File: src/tg_window_pkg.sv
package tg_window_pkg;
  localparam int unsigned reg_addr_width = 8;
  localparam int unsigned reg_data_width = 24;
  localparam int unsigned pos_width = 16;
  localparam int unsigned sub_width = 12;
  localparam logic [7:0] calc_signal_start_addr = 8'h91;
  localparam logic [7:0] calc_signal_end_addr = 8'h92;
  localparam logic [7:0] power_down_signal_start_addr = 8'h93;
  localparam logic [7:0] power_down_signal_end_addr = 8'h94;
  localparam logic [7:0] interrupt_subframe_mask_addr = 8'h97;
  localparam logic [7:0] capture_subframe_mask_addr = 8'h98;
  localparam logic [15:0] calc_signal_start_reset = 16'h2134;
  localparam logic [15:0] calc_signal_end_reset = 16'h2EE0;
  localparam logic [15:0] power_down_signal_start_reset = 16'h0000;
  localparam logic [15:0] power_down_signal_end_reset = 16'hFFFF;
  localparam logic [11:0] mask_field_reset = 12'h000;
  localparam int unsigned mask_first_lsb = 0;
  localparam int unsigned mask_last_lsb = 12;
  localparam int unsigned position_msb = 15;
  typedef enum logic [1:0] {
    win_idle = 2'b01,
    win_active = 2'b10
  } win_state_type;
endpackage

File: src/tg_window_if.sv
`timescale 1ns/100ps
interface tg_window_if;
  logic [15:0] clock_count;
  logic [11:0] subframe_count;
  logic [15:0] begin_pos;
  logic [15:0] finish_pos;
  logic [11:0] first_subframe;
  logic [11:0] last_subframe;
  logic use_mask;
  logic window_out;
  modport ctrl(
    output begin_pos, finish_pos, first_subframe, last_subframe, use_mask,
    output clock_count, subframe_count,
    input window_out
  );
  modport win(
    input begin_pos, finish_pos, first_subframe, last_subframe, use_mask,
    input clock_count, subframe_count,
    output window_out
  );
endinterface

File: src/tg_signal_window_gen.sv
`timescale 1ns/100ps
module tg_signal_window_gen
  import tg_window_pkg::*;
(
  input wire logic ref_clk,
  input wire logic srst,
  input wire logic subframe_start,
  input wire logic frame_start,
  input wire logic reg_write,
  input wire logic [7:0] reg_addr,
  input wire logic [23:0] reg_wdata,
  output logic [23:0] reg_rdata,
  output logic calc_signal,
  output logic power_down_signal,
  output logic interrupt_signal,
  output logic capture_signal,
  output logic [15:0] clock_position,
  output logic [11:0] subframe_position
);
  typedef struct packed {
    logic [15:0] calc_window_begin;
    logic [15:0] calc_window_finish;
    logic [15:0] power_down_window_begin;
    logic [15:0] power_down_window_finish;
    logic [11:0] interrupt_mask_first_subframe;
    logic [11:0] interrupt_mask_last_subframe;
    logic [11:0] capture_mask_first_subframe;
    logic [11:0] capture_mask_last_subframe;
    logic [15:0] clocks;
    logic [11:0] subframes;
    logic [23:0] rdata;
    logic irq_level;
    logic cap_level;
  } gen_state_type;

  gen_state_type cur;
  gen_state_type next_cur;

  tg_window_if calc_bus();
  tg_window_if pdn_bus();
  tg_window_if irq_bus();
  tg_window_if cap_bus();

  // Interrupt and capture are whole-sub-frame levels gated by their masks
  logic irq_in_mask;
  logic cap_in_mask;
  assign irq_in_mask = cur.subframes >= cur.interrupt_mask_first_subframe &&
    cur.subframes <= cur.interrupt_mask_last_subframe;
  assign cap_in_mask = cur.subframes >= cur.capture_mask_first_subframe &&
    cur.subframes <= cur.capture_mask_last_subframe;

  always_comb begin
    next_cur = cur;
    // Counters: clocks within sub-frame, sub-frames within frame
    if (subframe_start || frame_start) begin
      next_cur.clocks = '0;
    end else if (cur.clocks != 16'hFFFF) begin
      next_cur.clocks = cur.clocks + 16'h0001;
    end
    if (frame_start) begin
      next_cur.subframes = '0;
    end else if (subframe_start) begin
      next_cur.subframes = cur.subframes + 12'h001;
    end
    if (reg_write) begin
      case (reg_addr)
        calc_signal_start_addr: next_cur.calc_window_begin = reg_wdata[position_msb:0];
        calc_signal_end_addr: next_cur.calc_window_finish = reg_wdata[position_msb:0];
        power_down_signal_start_addr: begin
          next_cur.power_down_window_begin = reg_wdata[position_msb:0];
        end
        power_down_signal_end_addr: begin
          next_cur.power_down_window_finish = reg_wdata[position_msb:0];
        end
        interrupt_subframe_mask_addr: begin
          next_cur.interrupt_mask_last_subframe = reg_wdata[mask_last_lsb +: sub_width];
          next_cur.interrupt_mask_first_subframe = reg_wdata[mask_first_lsb +: sub_width];
        end
        capture_subframe_mask_addr: begin
          next_cur.capture_mask_last_subframe = reg_wdata[mask_last_lsb +: sub_width];
          next_cur.capture_mask_first_subframe = reg_wdata[mask_first_lsb +: sub_width];
        end
        default: ;
      endcase
    end
    // Reserved upper byte of the position registers is not stored and reads zero
    case (reg_addr)
      calc_signal_start_addr: next_cur.rdata = {8'h00, cur.calc_window_begin};
      calc_signal_end_addr: next_cur.rdata = {8'h00, cur.calc_window_finish};
      power_down_signal_start_addr: next_cur.rdata = {8'h00, cur.power_down_window_begin};
      power_down_signal_end_addr: next_cur.rdata = {8'h00, cur.power_down_window_finish};
      interrupt_subframe_mask_addr: begin
        next_cur.rdata = {cur.interrupt_mask_last_subframe, cur.interrupt_mask_first_subframe};
      end
      capture_subframe_mask_addr: begin
        next_cur.rdata = {cur.capture_mask_last_subframe, cur.capture_mask_first_subframe};
      end
      default: next_cur.rdata = 24'h000000;
    endcase
    next_cur.irq_level = irq_bus.window_out;
    next_cur.cap_level = cap_bus.window_out;
  end

  always_ff @(posedge ref_clk) begin
    if (srst) begin
      cur <= '{calc_window_begin: calc_signal_start_reset,
               calc_window_finish: calc_signal_end_reset,
               power_down_window_begin: power_down_signal_start_reset,
               power_down_window_finish: power_down_signal_end_reset,
               interrupt_mask_first_subframe: mask_field_reset,
               interrupt_mask_last_subframe: mask_field_reset,
               capture_mask_first_subframe: mask_field_reset,
               capture_mask_last_subframe: mask_field_reset,
               clocks: 16'h0000,
               subframes: 12'h000,
               rdata: 24'h000000,
               irq_level: 1'b0,
               cap_level: 1'b0};
    end else begin
      cur <= next_cur;
    end
  end

  // Calculation and power-down are placed inside the sub-frame, no mask here
  assign calc_bus.clock_count = cur.clocks;
  assign calc_bus.subframe_count = cur.subframes;
  assign calc_bus.begin_pos = cur.calc_window_begin;
  assign calc_bus.finish_pos = cur.calc_window_finish;
  assign calc_bus.first_subframe = 12'h000;
  assign calc_bus.last_subframe = 12'hFFF;
  assign calc_bus.use_mask = 1'b0;

  assign pdn_bus.clock_count = cur.clocks;
  assign pdn_bus.subframe_count = cur.subframes;
  assign pdn_bus.begin_pos = cur.power_down_window_begin;
  assign pdn_bus.finish_pos = cur.power_down_window_finish;
  assign pdn_bus.first_subframe = 12'h000;
  assign pdn_bus.last_subframe = 12'hFFF;
  assign pdn_bus.use_mask = 1'b0;

  // Masked signals span the whole sub-frame; the mask alone places them
  assign irq_bus.clock_count = cur.clocks;
  assign irq_bus.subframe_count = cur.subframes;
  assign irq_bus.begin_pos = 16'h0000;
  assign irq_bus.finish_pos = 16'hFFFF;
  assign irq_bus.first_subframe = cur.interrupt_mask_first_subframe;
  assign irq_bus.last_subframe = cur.interrupt_mask_last_subframe;
  assign irq_bus.use_mask = 1'b1;

  assign cap_bus.clock_count = cur.clocks;
  assign cap_bus.subframe_count = cur.subframes;
  assign cap_bus.begin_pos = 16'h0000;
  assign cap_bus.finish_pos = 16'hFFFF;
  assign cap_bus.first_subframe = cur.capture_mask_first_subframe;
  assign cap_bus.last_subframe = cur.capture_mask_last_subframe;
  assign cap_bus.use_mask = 1'b1;

  tg_window_unit calc_unit (.ref_clk(ref_clk), .srst(srst), .port(calc_bus.win));
  tg_window_unit pdn_unit (.ref_clk(ref_clk), .srst(srst), .port(pdn_bus.win));
  tg_window_unit irq_unit (.ref_clk(ref_clk), .srst(srst), .port(irq_bus.win));
  tg_window_unit cap_unit (.ref_clk(ref_clk), .srst(srst), .port(cap_bus.win));

  assign calc_signal = calc_bus.window_out;
  assign power_down_signal = pdn_bus.window_out;
  assign interrupt_signal = cur.irq_level & irq_in_mask;
  assign capture_signal = cur.cap_level & cap_in_mask;
  assign reg_rdata = cur.rdata;
  assign clock_position = cur.clocks;
  assign subframe_position = cur.subframes;

  clock_restart_a: assert property (@(posedge ref_clk) disable iff (srst)
    (subframe_start || frame_start) |=> clock_position == 16'h0000)
    else $error("clock count did not restart");
  subframe_restart_a: assert property (@(posedge ref_clk) disable iff (srst)
    frame_start |=> subframe_position == 12'h000)
    else $error("sub-frame count did not restart");
  calc_open_a: assert property (@(posedge ref_clk) disable iff (srst)
    (!calc_signal && clock_position == cur.calc_window_begin && clock_position != 16'h0000
     && cur.calc_window_begin != cur.calc_window_finish && !subframe_start && !frame_start
     && !reg_write) |=> calc_signal)
    else $error("calculation signal did not start");
  calc_close_a: assert property (@(posedge ref_clk) disable iff (srst)
    (calc_signal && clock_position == cur.calc_window_finish && cur.calc_window_finish != 16'h0000
     && !reg_write) |=> !calc_signal)
    else $error("calculation signal did not end");
  pdn_open_a: assert property (@(posedge ref_clk) disable iff (srst)
    (!power_down_signal && clock_position == cur.power_down_window_begin
     && clock_position != 16'h0000 && !reg_write
     && cur.power_down_window_begin != cur.power_down_window_finish) |=> power_down_signal)
    else $error("power-down signal did not start");
  pdn_close_a: assert property (@(posedge ref_clk) disable iff (srst)
    (power_down_signal && clock_position == cur.power_down_window_finish
     && cur.power_down_window_finish != 16'h0000 && !reg_write) |=> !power_down_signal)
    else $error("power-down signal did not end");
  // The unit's level lags the mask by two edges, so the mask must have held then too
  irq_mask_a: assert property (@(posedge ref_clk) disable iff (srst)
    interrupt_signal |-> $past(irq_in_mask, 2)) else $error("interrupt outside mask");
  cap_mask_a: assert property (@(posedge ref_clk) disable iff (srst)
    capture_signal |-> $past(cap_in_mask, 2)) else $error("capture outside mask");
  mask_write_a: assert property (@(posedge ref_clk) disable iff (srst)
    (reg_write && reg_addr == interrupt_subframe_mask_addr) |=>
    cur.interrupt_mask_last_subframe == $past(reg_wdata[23:12]) &&
    cur.interrupt_mask_first_subframe == $past(reg_wdata[11:0]))
    else $error("interrupt mask fields not stored");
  reserved_read_a: assert property (@(posedge ref_clk) disable iff (srst)
    ($past(reg_addr) == calc_signal_start_addr) |-> reg_rdata[23:16] == 8'h00)
    else $error("reserved byte not zero");
  capture_write_a: assert property (@(posedge ref_clk) disable iff (srst)
    (reg_write && reg_addr == capture_subframe_mask_addr) |=>
    cur.capture_mask_last_subframe == $past(reg_wdata[23:12]))
    else $error("capture mask end not stored");

  calc_seen_c: cover property (@(posedge ref_clk) disable iff (srst) $rose(calc_signal));
  pdn_seen_c: cover property (@(posedge ref_clk) disable iff (srst) $fell(power_down_signal));
  irq_seen_c: cover property (@(posedge ref_clk) disable iff (srst) $rose(interrupt_signal));
  cap_seen_c: cover property (@(posedge ref_clk) disable iff (srst) $rose(capture_signal));
endmodule

File: src/tg_window_unit.sv
`timescale 1ns/100ps
module tg_window_unit
  import tg_window_pkg::*;
(
  input wire logic ref_clk,
  input wire logic srst,
  tg_window_if.win port
);
  typedef struct packed {
    win_state_type state;
    logic out;
  } unit_state_type;
  unit_state_type cur;
  unit_state_type next_cur;
  logic in_frame;

  // Mask passes sub-frames from first to last inclusive
  assign in_frame = !port.use_mask ||
    (port.subframe_count >= port.first_subframe &&
     port.subframe_count <= port.last_subframe);

  always_comb begin
    next_cur = cur;
    case (cur.state)
      win_idle: begin
        if (port.clock_count == port.begin_pos && port.begin_pos != port.finish_pos) begin
          next_cur.state = win_active;
        end
      end
      win_active: begin
        if (port.clock_count == port.finish_pos || port.clock_count == '0) begin
          next_cur.state = win_idle;
        end
      end
      default: next_cur.state = win_idle;
    endcase
    // A new sub-frame restarting at the begin position reopens at once
    if (port.clock_count == '0 && port.begin_pos == '0 && port.finish_pos != '0) begin
      next_cur.state = win_active;
    end
    next_cur.out = (next_cur.state == win_active) && in_frame;
  end

  always_ff @(posedge ref_clk) begin
    if (srst) begin
      cur <= '{state: win_idle, out: 1'b0};
    end else begin
      cur <= next_cur;
    end
  end

  assign port.window_out = cur.out;

  window_gate_a: assert property (@(posedge ref_clk) disable iff (srst)
    cur.out |-> $past(in_frame)) else $error("window out outside mask");
  window_open_a: assert property (@(posedge ref_clk) disable iff (srst)
    (cur.state == win_idle && port.clock_count == port.begin_pos && port.begin_pos != '0
     && port.begin_pos != port.finish_pos) |=> cur.state == win_active)
    else $error("window did not open at begin");
endmodule
File: config.mk
export PLATFORM = sky130hd
export DESIGN_NAME = tg_signal_window_gen
export DESIGN_NICKNAME = d
export VERILOG_FILES = /design/src/tg_window_pkg.sv /design/src/tg_window_if.sv /design/src/tg_signal_window_gen.sv /design/src/tg_window_unit.sv
export SDC_FILE = /design/constraint.sdc
export NUM_CORES = 1
export LEC_CHECK = 0
export ABC_AREA = 1
export BUFFER_PORTS_ARGS = -buffer_cell sky130_fd_sc_hd__buf_4
export CAP_MARGIN = 5
export CORE_ASPECT_RATIO = 2
export CORE_MARGIN = 3
export CORE_UTILIZATION = 60
export CTS_BUF_LIST = sky130_fd_sc_hd__clkbuf_8
export DETAILED_ROUTE_END_ITERATION = 7
export GPL_TIMING_DRIVEN = 0
export PLACE_DENSITY_LB_ADDON = 0.25
export SLEW_MARGIN = 40
export SYNTH_ARGS = -nofsm -noshare
export SYNTH_HDL_FRONTEND = slang
export SYNTH_SLANG_ARGS = --single-unit
File: constraint.sdc
create_clock -name ref_clk -period 1.9 [get_ports ref_clk]
set_input_delay 0.38 -clock ref_clk [delete_from_list [all_inputs] [get_ports ref_clk]]
set_output_delay 0.38 -clock ref_clk [all_outputs]
set_load 0.02 [all_outputs]
==> results of run 1 <==
path summary, 6_finish.rpt:
kind,cells after the start,startpoint,to
worst max-delay path,8,subframe_position[9],capture_signal
worst min-delay path,3,reg_wdata[7],pdn_bus.finish_pos[7]
worst max register to register,9,subframe_position[9],cap_unit.port.window_out
worst min register to register,2,cap_unit.port.window_out,cur[0]
synthesized netlist by cell type (2+ instances only):
master / instances
inv_1: 193
nand4_4: 3
nor2_4: 2
inv_2: 8
o31ai_1: 2
nand2_1: 352
a211oi_1: 5
nor3_1: 21
buf_4: 60
nand4_1: 26
buf_2: 20
o22ai_1: 48
clkbuf_1: 21
clkbuf_2: 2
ha_1: 61
o21ai_1: 14
nand2_2: 5
a22oi_1: 2
nor2_1: 120
a31oi_1: 4
nand3_2: 3
dfxtp_1: 178
nor4_1: 14
o21a_1: 2
nand3_1: 35
inv_4: 2
xor2_1: 7
nor2_2: 3
xnor2_1: 19
a21oi_1: 148
o211ai_1: 3
o21ai_0: 121
buf_6: 7
registers in the layout (all words and copies together), names as in the netlist, 12 cells and up:
| signal | flops |
|---|---|
| pdn_bus.begin_pos | 16 |
| irq_bus.last_subframe | 12 |
| clock_position | 16 |
| calc_bus.finish_pos | 16 |
| pdn_bus.finish_pos | 16 |
| calc_bus.begin_pos | 16 |
| cap_bus.first_subframe | 12 |
| cap_bus.last_subframe | 12 |
| reg_rdata | 24 |
| irq_bus.first_subframe | 12 |
| subframe_position | 12 |
routing by layer:
layer	global-route usage, %	routed length (um)
met1	32.7	10900
met2	64.6	17600
met3	4.16	1790
met4	34.8	4080
met5	0	0
cells by family after synthesis:
logic type	count (synthesis)	share of synthesized area, %
XOR/XNOR	26	2.17
buffers and inverters	314	14.3
flip-flops	178	34.0
AND/OR/NAND/NOR	591	24.4
AO/OA/AOI/OAI	352	17.9
adder cells (fa/ha/maj)	61	7.28
layout make-up:
type                       count  area share, %
multi-input combinational   1030           46.7
sequential                   178           29.0
timing repair buffer         110           6.72
inverter                     204           6.47
buffer                       110           5.96
tap                          207           2.08
clock buffer                  17           1.88
clock inverter                14           1.21
antenna                        1         0.0201
power by group:
part           internal (mW)  switching, mW  total (mW)
Combinational          0.193          0.345       0.538
Sequential              3.75         0.0244        3.77
Clock                   1.27           1.37        2.64
cell usage in the layout (no fill, tap or decap), drive strengths merged, types with 3 or more instances in the layout:
master,netlist,layout
nand2,357,357
inv,203,204
buf,87,194
dfxtp,178,178
a21oi,149,149
o21ai,136,136
nor2,126,126
ha,61,61
o22ai,48,48
clkbuf,23,43
nand3,38,38
nand4,30,30
nor3,23,23
xnor2,19,19
nor4,15,15
xor2,7,7
clkinv,1,7
a211oi,5,5
clkinvlp,0,4
a31oi,4,4
o211ai,3,3
bufinv,0,3
repair_timing:
| action | 4_1_cts | 5_1_grt |
|---|---|---|
| setup endpoints to repair | 22 | 22 |
| resized for setup | 64 | 68 |
| gates cloned | 0 | 0 |
| pin swaps | 12 | 26 |
| setup buffers | 6 | 14 |
tightest hold or removal path, stage by stage:
cell	delay, ns
buf_4	0.12
a21oi_1	0.07
o21ai_0	0.06
==> metrics.md, run 1 <==
| Metric | Value |
|---|---|
| Gr usage total | between 30% and 40% |
| CTS Hold Buffers Added | 0 |
| Cells after Synth | 1,522 |
| Avg Cell Area, Syn | 6.89 um^2 |
| Vias per cell | 5.74 |
| Die area | 19,200 um^2 |
| Hold_ws | 0.175 ns |
| Num rows | 67 |
| YS warnings | 0 |
| Main synth FF type | dfxtp_1 |
| Total number of vias | between 10,000 and 15,000 |
| Drt pass-1 iters | 8 |
| Total chip power | 6.95 mW |
| Clk_lat worst skew | between 0.4 and 0.5 ns |
| Area of the multi-input gates | slightly below 6000 um^2 |
| Initial Util | 61.9% |
| Kind of end point of the critical path | output pin |
| Clock Skews | approximately 0.024 ns |
| Mapped Area | 10,500 um^2 |
| CTS sink cnt | 178 |
| CTS clk-pin slew, worst paths | 0.11 ns |
| IO buf count | 90 |
| Netlist cell types | 44 |
| Final setup viols | 2 |
| Die span in y | 193 um |
| Clk buf depth | 2 |
| Crit path launch type | flop |
| Status | finished, violations left |
| CTS tree | done |
| Fin. Hold Viols | 0 |
| Required @ worst endpoint | ~1.5 ns |
| RSZ-0062 raised after global routing | yes |
| Root Buffer | clkbuf_8 |
| Part of the cycle the worst path needs | 141% |
| Drt total wl | 34.3 mm |
| Register area | 3610 um^2 |
| Violated checks | negative setup slack |
| Core ar. | 16,900 um^2 |
| Crit path max-delay family | simple AND/OR/NAND/NOR gates |
| First-pass GRT wire length | 51.8 mm |
| Finished Layout Cells | ~1,900 |
| Top-area cell type share of the netlist area | 34.0% |
| Number of flops mapped to enable cells by yosys | 0 |
| Mean routed wirelength per cell | 18.3 um |
| Cell area after placement | 11,400 um^2 |
| Top cells by area, synth | dfxtp_1 34%, nand2_1 13%, ha_1 7.3% |
| DP Cell Count | between 1,500 and 2,000 |
| Setup_tns | -1.53 ns |
| PnR worst setup slack | -0.774 ns |
| Yosys top cell by area | dfxtp_1 |
| Critical Path Fanout Max | 5 |
| Least-Margin Pin Slew | 0.754 ns |
| Total congestion overflow | 0 |
| Detailed Route Iter0 Violations | 711 |
| Die width | 99.5 um |
| P per Cell Area | ~560 nW/um^2 |
| # Max-Cap Violations | 0 |
| Post-route cell area | 12,500 um^2 |
| DRT antenna net count | 0 |
| Vias in the first global route | 10,400 |
| Net count, final | 1,749 |
| Slowest library cell on the worst path | dfxtp_4 |
| Cell Chain, Critical Path | ha_1, a21oi_1, nor2_1, a211oi_1, nand4_1, nand2_2, nor2_2, buf_6 |
| Static leakage | 5.76 nW |
| Crit path DAT | roughly 2.3 ns |
| Setup slack after placement | -0.574 ns |
| Initial antenna violation count | 1 |
| Pin count of the biggest net entering global routing | 17 |
| Hold Path Class | primary input to flop |
| Seq/Total Area, Yosys | 34.0% |
| Fillcell total | 1,396 |
| Max Fclk | 374 MHz |
| Placer's final routability congestion estimate | 1.00 |
| Share of cells above drive strength 1 | 21.0% |
| Critical Path Max Stage Delay | 0.39 ns |
| Maximum VDD drop | 0.000478 V |
| Area delta synth->final | 18.8% |
| # DRC | 0 |
| Max-slew violation count | 0 |
| I/O pin total | 93 |
| FF-to-FF setup slack | about 0.01 ns |
| WP buf/inv | 1 |
| Max H-tree Level | 4 |
| Critical path type | flop to output pin |
| Final HPWL DP | 26.8 mm |
| Fin crit period | 2.67 ns |
| Slew Limit Headroom | 49.2% |
| Inserted Clock Buffers | 17 |
| Total nets after synthesis | 1,620 |
| Yosys reg bits | roughly 180 |
| Ys async rst share | 0% |
| Finished Core Util | 73.6% |
Power figures use the tool's default switching activity.
==> run 2, diff against run 1 <==
--- a/config.mk
+++ b/config.mk
@@ -6,7 +6,7 @@
 export NUM_CORES = 1
 export LEC_CHECK = 0
 export ABC_AREA = 1
-export BUFFER_PORTS_ARGS = -buffer_cell sky130_fd_sc_hd__buf_4
+export BUFFER_PORTS_ARGS = -buffer_cell sky130_fd_sc_hd__buf_2
 export CAP_MARGIN = 5
 export CORE_ASPECT_RATIO = 2
 export CORE_MARGIN = 3
==> run 2 against run 1 <==
The run still ends with negative setup slack left; clock-buffer cell count unchanged; first-iteration DRC count is 8.3% lower; final cell count is 0.75% higher; register-to-register slack gained 0.04 ns; design area down 1.3%; combinational power is 3% lower; critical endpoint is now interrupt_signal; largest cell class unchanged; largest power group unchanged.
==> metrics.md, run 2 (synthesis results as in run 1) <==
| Metric | Value |
|---|---|
| Final HPWL DP | 26.6 mm |
| # DRC | 0 |
| Total number of vias | 10,700 |
| Sw power | 1.87 mW |
| Root Buffer | clkbuf_8 |
| Drt pass-1 iters | 6 |
| Share of cells above drive strength 1 | 21.8% |
| Slew Limit Headroom | 39.3% |
| Max-slew violation count | 0 |
| Clk buf depth | 2 |
| Required @ worst endpoint | between 1.5 and 2 ns |
| Detailed Route Iter0 Violations | about 650 |
| Die area | 19,200 um^2 |
| Slowest library cell on the worst path | dfxtp_2 |
| Clk_lat worst skew | 0.49 ns |
| CTS tree | done |
| Core ar. | between 15,000 and 20,000 um^2 |
| Num rows | 67 |
| FF-to-FF setup slack | 0.05 ns |
| Cell Chain, Critical Path | inv_1, ha_4, nand4_1, nor3_4, nand2_1, o211ai_1, nand2_1, nand2_2, nor2_1, buf_4 |
| I/O pin total | 93 |
| Status | finished, violations left |
| DRT antenna net count | 0 |
| Part of the cycle the worst path needs | 138% |
| CTS sink cnt | 178 |
| RR Endpoint | pdn_unit.port.window_out |
| Fin crit period | ~2.6 ns |
| Switching part of the total | a little over a quarter |
| Vias per cell | 5.70 |
| Internal Pwr Total | a little under 5 mW |
| CP Capture Point | interrupt_signal |
| Pin count of the biggest net entering global routing | 17 |
| Kind of end point of the critical path | output pin |
| Seq pwr share | a little under three fifths |
| Critical Path Fanout Max | 3 |
| Comb power frac | 7.6% |
| Crit path from | irq_bus.last_subframe[11] |
| Crit path DAT | 2.24 ns |
| Max Fclk | 382 MHz |
| Net count, final | 1,762 |
| # Max-Cap Violations | 0 |
| Gr usage total | between 30 and 40% |
| Most Frequent Cell on Critical Path | nand2_1 |
| Vias in the first global route | 10,400 |
| Most common cell after layout, fill and taps aside | nand2_1 |
| DP Cell Count | 1,819 |
| Most frequent cells in the layout | 344 x nand2_1, 179 x inv_1, 157 x dfxtp_1 |
| Placer's final routability congestion estimate | 1.01 |
| Max H-tree Level | 4 |
| Fraction of power consumed by the clock network | 37.2% |
| Initial Util | 61.9% |
| Inserted Clock Buffers | 17 |
| Violated checks | negative setup slack |
| Die width | between 90 and 100 um |
| Least-Margin Pin Slew | 0.902 ns |
| Final setup viols | 2 |
| Clock Skews | 0.0210 ns |
| RR Startpoint | clock_position[7] |
| RSZ-0062 raised after global routing | yes |
| Drt total wl | 34.2 mm |
| IO buf count | 90 |
| Critical path type | flop to output pin |
| Total chip power | 6.83 mW |
| PnR worst setup slack | -0.715 ns |
| Fin. Hold Viols | 0 |
| Worst reg2reg path depth | 11 |
| Total congestion overflow | 0 |
| Hold Path Class | primary input to flop |
| Finished Layout Cells | 1,885 |
| CTS clk-pin slew, worst paths | 0.10 ns |
| Area delta synth->final | 17.3% |
| Static leakage | 5.78 nW |
| First-pass GRT wire length | 52.4 mm |
| P per Cell Area | between 500 and 600 nW/um^2 |
| Die span in y | 193 um |
| Max reg flops | 24 |
| Mean routed wirelength per cell | 18.2 um |
| Critical Path Max Stage Delay | 0.34 ns |
| Maximum VDD drop | 0.000441 V |
| Initial antenna violation count | 0 |
| Crit path launch type | flop |
-- run 2: changes by cell type in the layout (fill, tap and decap cells not counted), moves of 3 or more --
cell	delta
clkinv_2	-3
clkinvlp_4	+3
ha_4	-4
buf_4	-73
clkinv_4	+4
buf_2	+87
nor2_2	-3
inv_4	-5
inv_6	+5
nand3_2	+4
-- run 2: cell type report --
type	instances	area [um^2]
Inverter	204	811
Multi-Input combinational cell	1030	5780
Fill cell	1476	4640
Clock buffer	17	234
Antenna cell	1	2.50
Timing Repair Buffer	123	711
Clock inverter	15	136
Sequential cell	178	3620
Tap cell	207	259
Buffer	110	748
-- run 2: power by group through the flow --
stage	logic [mW]	registers [mW]	clock network [mW]
floorplan	0.284	3.87	0
global route	0.576	3.77	2.66
global placement	0.456	3.87	0
CTS	0.490	3.77	2.51
detailed placement	0.471	3.87	0
finish	0.523	3.77	2.54
-- run 2: metrics by stage --
stage / setup TNS (ns) / hold slack, ns / area [um^2] / worst slack (ns) / utilization, %
3_3_place_gp: -14.83 / 0.393 / 11200 / -0.550 / 66.1
3_5_place_dp: -17.12 / 0.400 / 11200 / -0.520 / 66.1
2_1_floorplan: 0 / 0.388 / 10500 / 0.00305 / -
6_report: -1.41 / 0.186 / 12300 / -0.715 / 72.6
5_1_grt: -1.68 / 0.202 / 12300 / -0.804 / 72.6
4_1_cts: -1.35 / 0.181 / 11900 / -0.681 / 70.4
-- run 2: routing by layer --
| layer | vias to the layer above | GRT usage (%) | part of all wire (%) |
|---|---|---|---|
| met3 | 183 | 4.02 | 4.7 |
| met4 | 0 | 32.3 | 11 |
| met2 | 453 | 66.3 | 52 |
| met5 | - | 0 | 0 |
| li1 | 5227 | - | - |
| met1 | 4873 | 33.8 | 32 |
-- run 2: worst min path at each step --
stage	slack [ns]	startpoint	endpoint	cells past startpoint
after floorplan	0.39	cap_unit.port.window_out	cur[0]	2
after global placement	0.39	cap_unit.port.window_out	cur[0]	2
after detailed placement	0.40	irq_unit.port.window_out	cur[1]	2
after CTS	0.18	reg_wdata[20]	cap_bus.last_subframe[8]	3
after global routing	0.20	frame_start	subframe_position[0]	4
final	0.19	reg_wdata[23]	irq_bus.last_subframe[11]	3
-- run 2: timing repair --
item                                    4_1_cts  5_1_grt
pin swaps                                    16       27
setup buffers                                16       17
gates resized for setup                      74       64
endpoints found under the setup margin       23       23
hold buffers                                  0        0
-- run 2: worst max-delay path: cells and delay by family (launching register included) --
kind / cells / cell delay (ns)
buffers and inverters: 2 / 0.23
AND/OR/NAND/NOR: 6 / 0.79
AO/OA/AOI/OAI: 1 / 0.10
adder cells (fa/ha/maj): 1 / 0.29
flip-flops: 1 / 0.34
==> run 3, diff against run 2 <==
--- a/config.mk
+++ b/config.mk
@@ -14,7 +14,8 @@
 export CTS_BUF_LIST = sky130_fd_sc_hd__clkbuf_8
 export DETAILED_ROUTE_END_ITERATION = 7
 export GPL_TIMING_DRIVEN = 0
-export PLACE_DENSITY_LB_ADDON = 0.25
+export PLACE_DENSITY = 0.88
+export RECOVER_POWER = 25
 export SLEW_MARGIN = 40
 export SYNTH_ARGS = -nofsm -noshare
 export SYNTH_HDL_FRONTEND = slang
==> run 3 against run 2 <==
The flow still finishes with violations (negative setup slack); critical path depth shrank 2; core utilization fell by 0.47 points; register-to-register slack lost 0.35 ns; total power is essentially flat; via count up 1.9%; highest routed layer unchanged.
==> metrics.md, run 3 (synthesis results as in run 1) <==
| Metric | Value |
|---|---|
| Status | finished, violations left |
| Violated checks | negative setup slack |
| DP Cell Count | about 1,800 |
| Cell Chain, Critical Path | ha_4, a21oi_2, nor2_1, a211oi_2, nand4_1, nand2_2, nor2_1, buf_4 |
| CTS tree | done |
| Maximum VDD drop | 0.000566 V |
| Most frequent cells in the layout | 345 x nand2_1, 180 x inv_1, 156 x dfxtp_1 |
| Clock Skews | 0.0137 ns |
| Root Buffer | clkbuf_8 |
| Die area | roughly 19,000 um^2 |
| Total congestion overflow | 0 |
| Critical path type | flop to output pin |
| Max Fclk | 331 MHz |
| Num rows | 67 |
| First-pass GRT wire length | 52.9 mm |
| Share of cells above drive strength 1 | 21.1% |
| IO buf count | 90 |
| Max-slew violation count | 0 |
| GR Util met3 | 4.96% |
| Die span in y | 193 um |
| Most common cell after layout, fill and taps aside | nand2_1 |
| Kind of end point of the critical path | output pin |
| Fraction of power consumed by the clock network | 37.3% |
| Clk buf depth | 2 |
| Post-route cell area | 12,200 um^2 |
| Slew Limit Headroom | 44.5% |
| Die width | 99.5 um |
| Total chip power | a little under 7 mW |
| Least-Margin Pin Slew | ~0.82 ns |
| Gr usage total | between 30% and 40% |
| Drt total wl | 36.2 mm |
| Final HPWL DP | ~27 mm |
| Setup_tns | -5.95 ns |
| Core ar. | 16,900 um^2 |
| I/O pin total | 93 |
| # DRC | 0 |
| Static leakage | 5.71 nW |
| Finished Layout Cells | between 1,500 and 2,000 |
| # Max-Cap Violations | 0 |
| GR Util met1 | 32.2% |
| Pin count of the biggest net entering global routing | 17 |
| Crit path launch type | flop |
| Drt pass-1 iters | 5 |
| Initial Util | 61.9% |
| Mean routed wirelength per cell | 19.3 um |
| RSZ-0062 raised after global routing | yes |
| Area delta synth->final | 16.6% |
| Placer's final routability congestion estimate | 1.00 |
| Vias in the first global route | 10,600 |
| Comb power frac | under 10% |
| Seq pwr share | 55.2% |
| Required @ worst endpoint | between 1.5 and 2 ns |
| Switching part of the total | a little over a quarter |
| Max H-tree Level | 4 |
| Crit path max-delay family | simple AND/OR/NAND/NOR gates |
| Slowest library cell on the worst path | dfxtp_4 |
| Inserted Diodes | 0 |
| Detailed Route Iter0 Violations | between 700 and 800 |
| Fin crit period | a little over 3 ns |
| CTS clk-pin slew, worst paths | 0.10 ns |
| Initial antenna violation count | 0 |
| PnR worst setup slack | -1.12 ns |
| Clk_lat worst skew | 0.49 ns |
| Total number of vias | 10,900 |
| Net count, final | approximately 1,800 |
| WP buf/inv | 1 |
| Vias per cell | 5.82 |
| Part of the cycle the worst path needs | 159% |
| Fin. Hold Viols | 0 |
| Final setup viols | 38 |
| Sw power | 1.85 mW |
| CTS sink cnt | 178 |
| Max reg flops | 24 |
| Most Frequent Cell on Critical Path | nor2_1 |
| Internal Pwr Total | 4.98 mW |
| Hold Path Class | primary input to flop |
| Critical Path Fanout Max | 4 |
| DRT antenna net count | 0 |
| Global route hottest layer | met2 |
| Grt met2 use | between 60% and 70% |
| Inserted Clock Buffers | 17 |
| Cell area after placement | 11,200 um^2 |
| Crit path DAT | 2.64 ns |
| Critical Path Max Stage Delay | roughly 0.43 ns |
| P per Cell Area | 559 nW/um^2 |
## run 3: cell types whose count changed in the layout (fill, tap and decap cells not counted), moves of 4 or more
cell      delta
nor2_2       -5
o21ai_1      -4
buf_2        -7
ha_4         +5
buf_4        -7
ha_1         -5
clkinv_4     -5
clkbuf_1     +7
o21ai_0      +4
## run 3: path summary, 6_finish.rpt
path / start / endpoint / cells past startpoint / slack, ns
setup / recovery: subframe_position[9] / interrupt_signal / 8 / -1.12
setup reg to reg: subframe_position[9] / irq_unit.port.window_out / 9 / -0.30
hold / removal: reg_wdata[21] / cap_bus.last_subframe[9] / 3 / 0.19
hold reg to reg: irq_unit.port.window_out / cur[1] / 2 / 0.41
## run 3: stage by stage
step                worst slack [ns]  utilization [%]  hold WS (ns)
floorplan                    0.00305                -         0.388
global placement              -0.583             66.1         0.391
detailed placement            -0.625             66.1         0.396
CTS                           -0.695             70.3         0.192
global route                   -1.03             72.2         0.218
finish                         -1.12             72.2         0.192
## run 3: what timing repair did
| item | in CTS | in global routing |
|---|---|---|
| pin swaps | 20 | 35 |
| endpoints found under the hold margin | 0 | 0 |
| resized for setup | 71 | 78 |
| setup endpoints to repair | 26 | 22 |
| cloned | 0 | 0 |
| buffers inserted | 12 | 16 |
| hold buffers | 0 | 0 |
## run 3: power groups by stage
stage | clock network [mW] | logic [mW] | registers [mW]
after floorplan | 0 | 0.284 | 3.87
after global placement | 0 | 0.461 | 3.87
after detailed placement | 0 | 0.476 | 3.87
after CTS | 2.50 | 0.489 | 3.77
after global routing | 2.62 | 0.561 | 3.77
final | 2.54 | 0.514 | 3.77
## run 3: worst register-to-register path: stages, from the launching register on
cell and delay (ns):
dfxtp_4 0.43, ha_4 0.23, a21oi_2 0.15, nor2_1 0.08, a211oi_2 0.41, nand4_1 0.42, nand2_2 0.23, inv_1 0.06
nand2_1 0.05, nor2_1 0.04
## run 3: final cells by class
cell class	instances	area, um^2
multi-input combinational	1030	5770
fill	1436	4720
sequential	178	3620
inverter	204	805
buffer	110	732
timing repair buffer	118	669
tap	207	259
clock buffer	18	248
clock inverter	14	116
## run 3: metal layers
layer	share of wire, %	up-vias
met4	11	0
met1	31	4983
met5	0	-
met2	52	553
met3	5.9	206
li1	-	5199
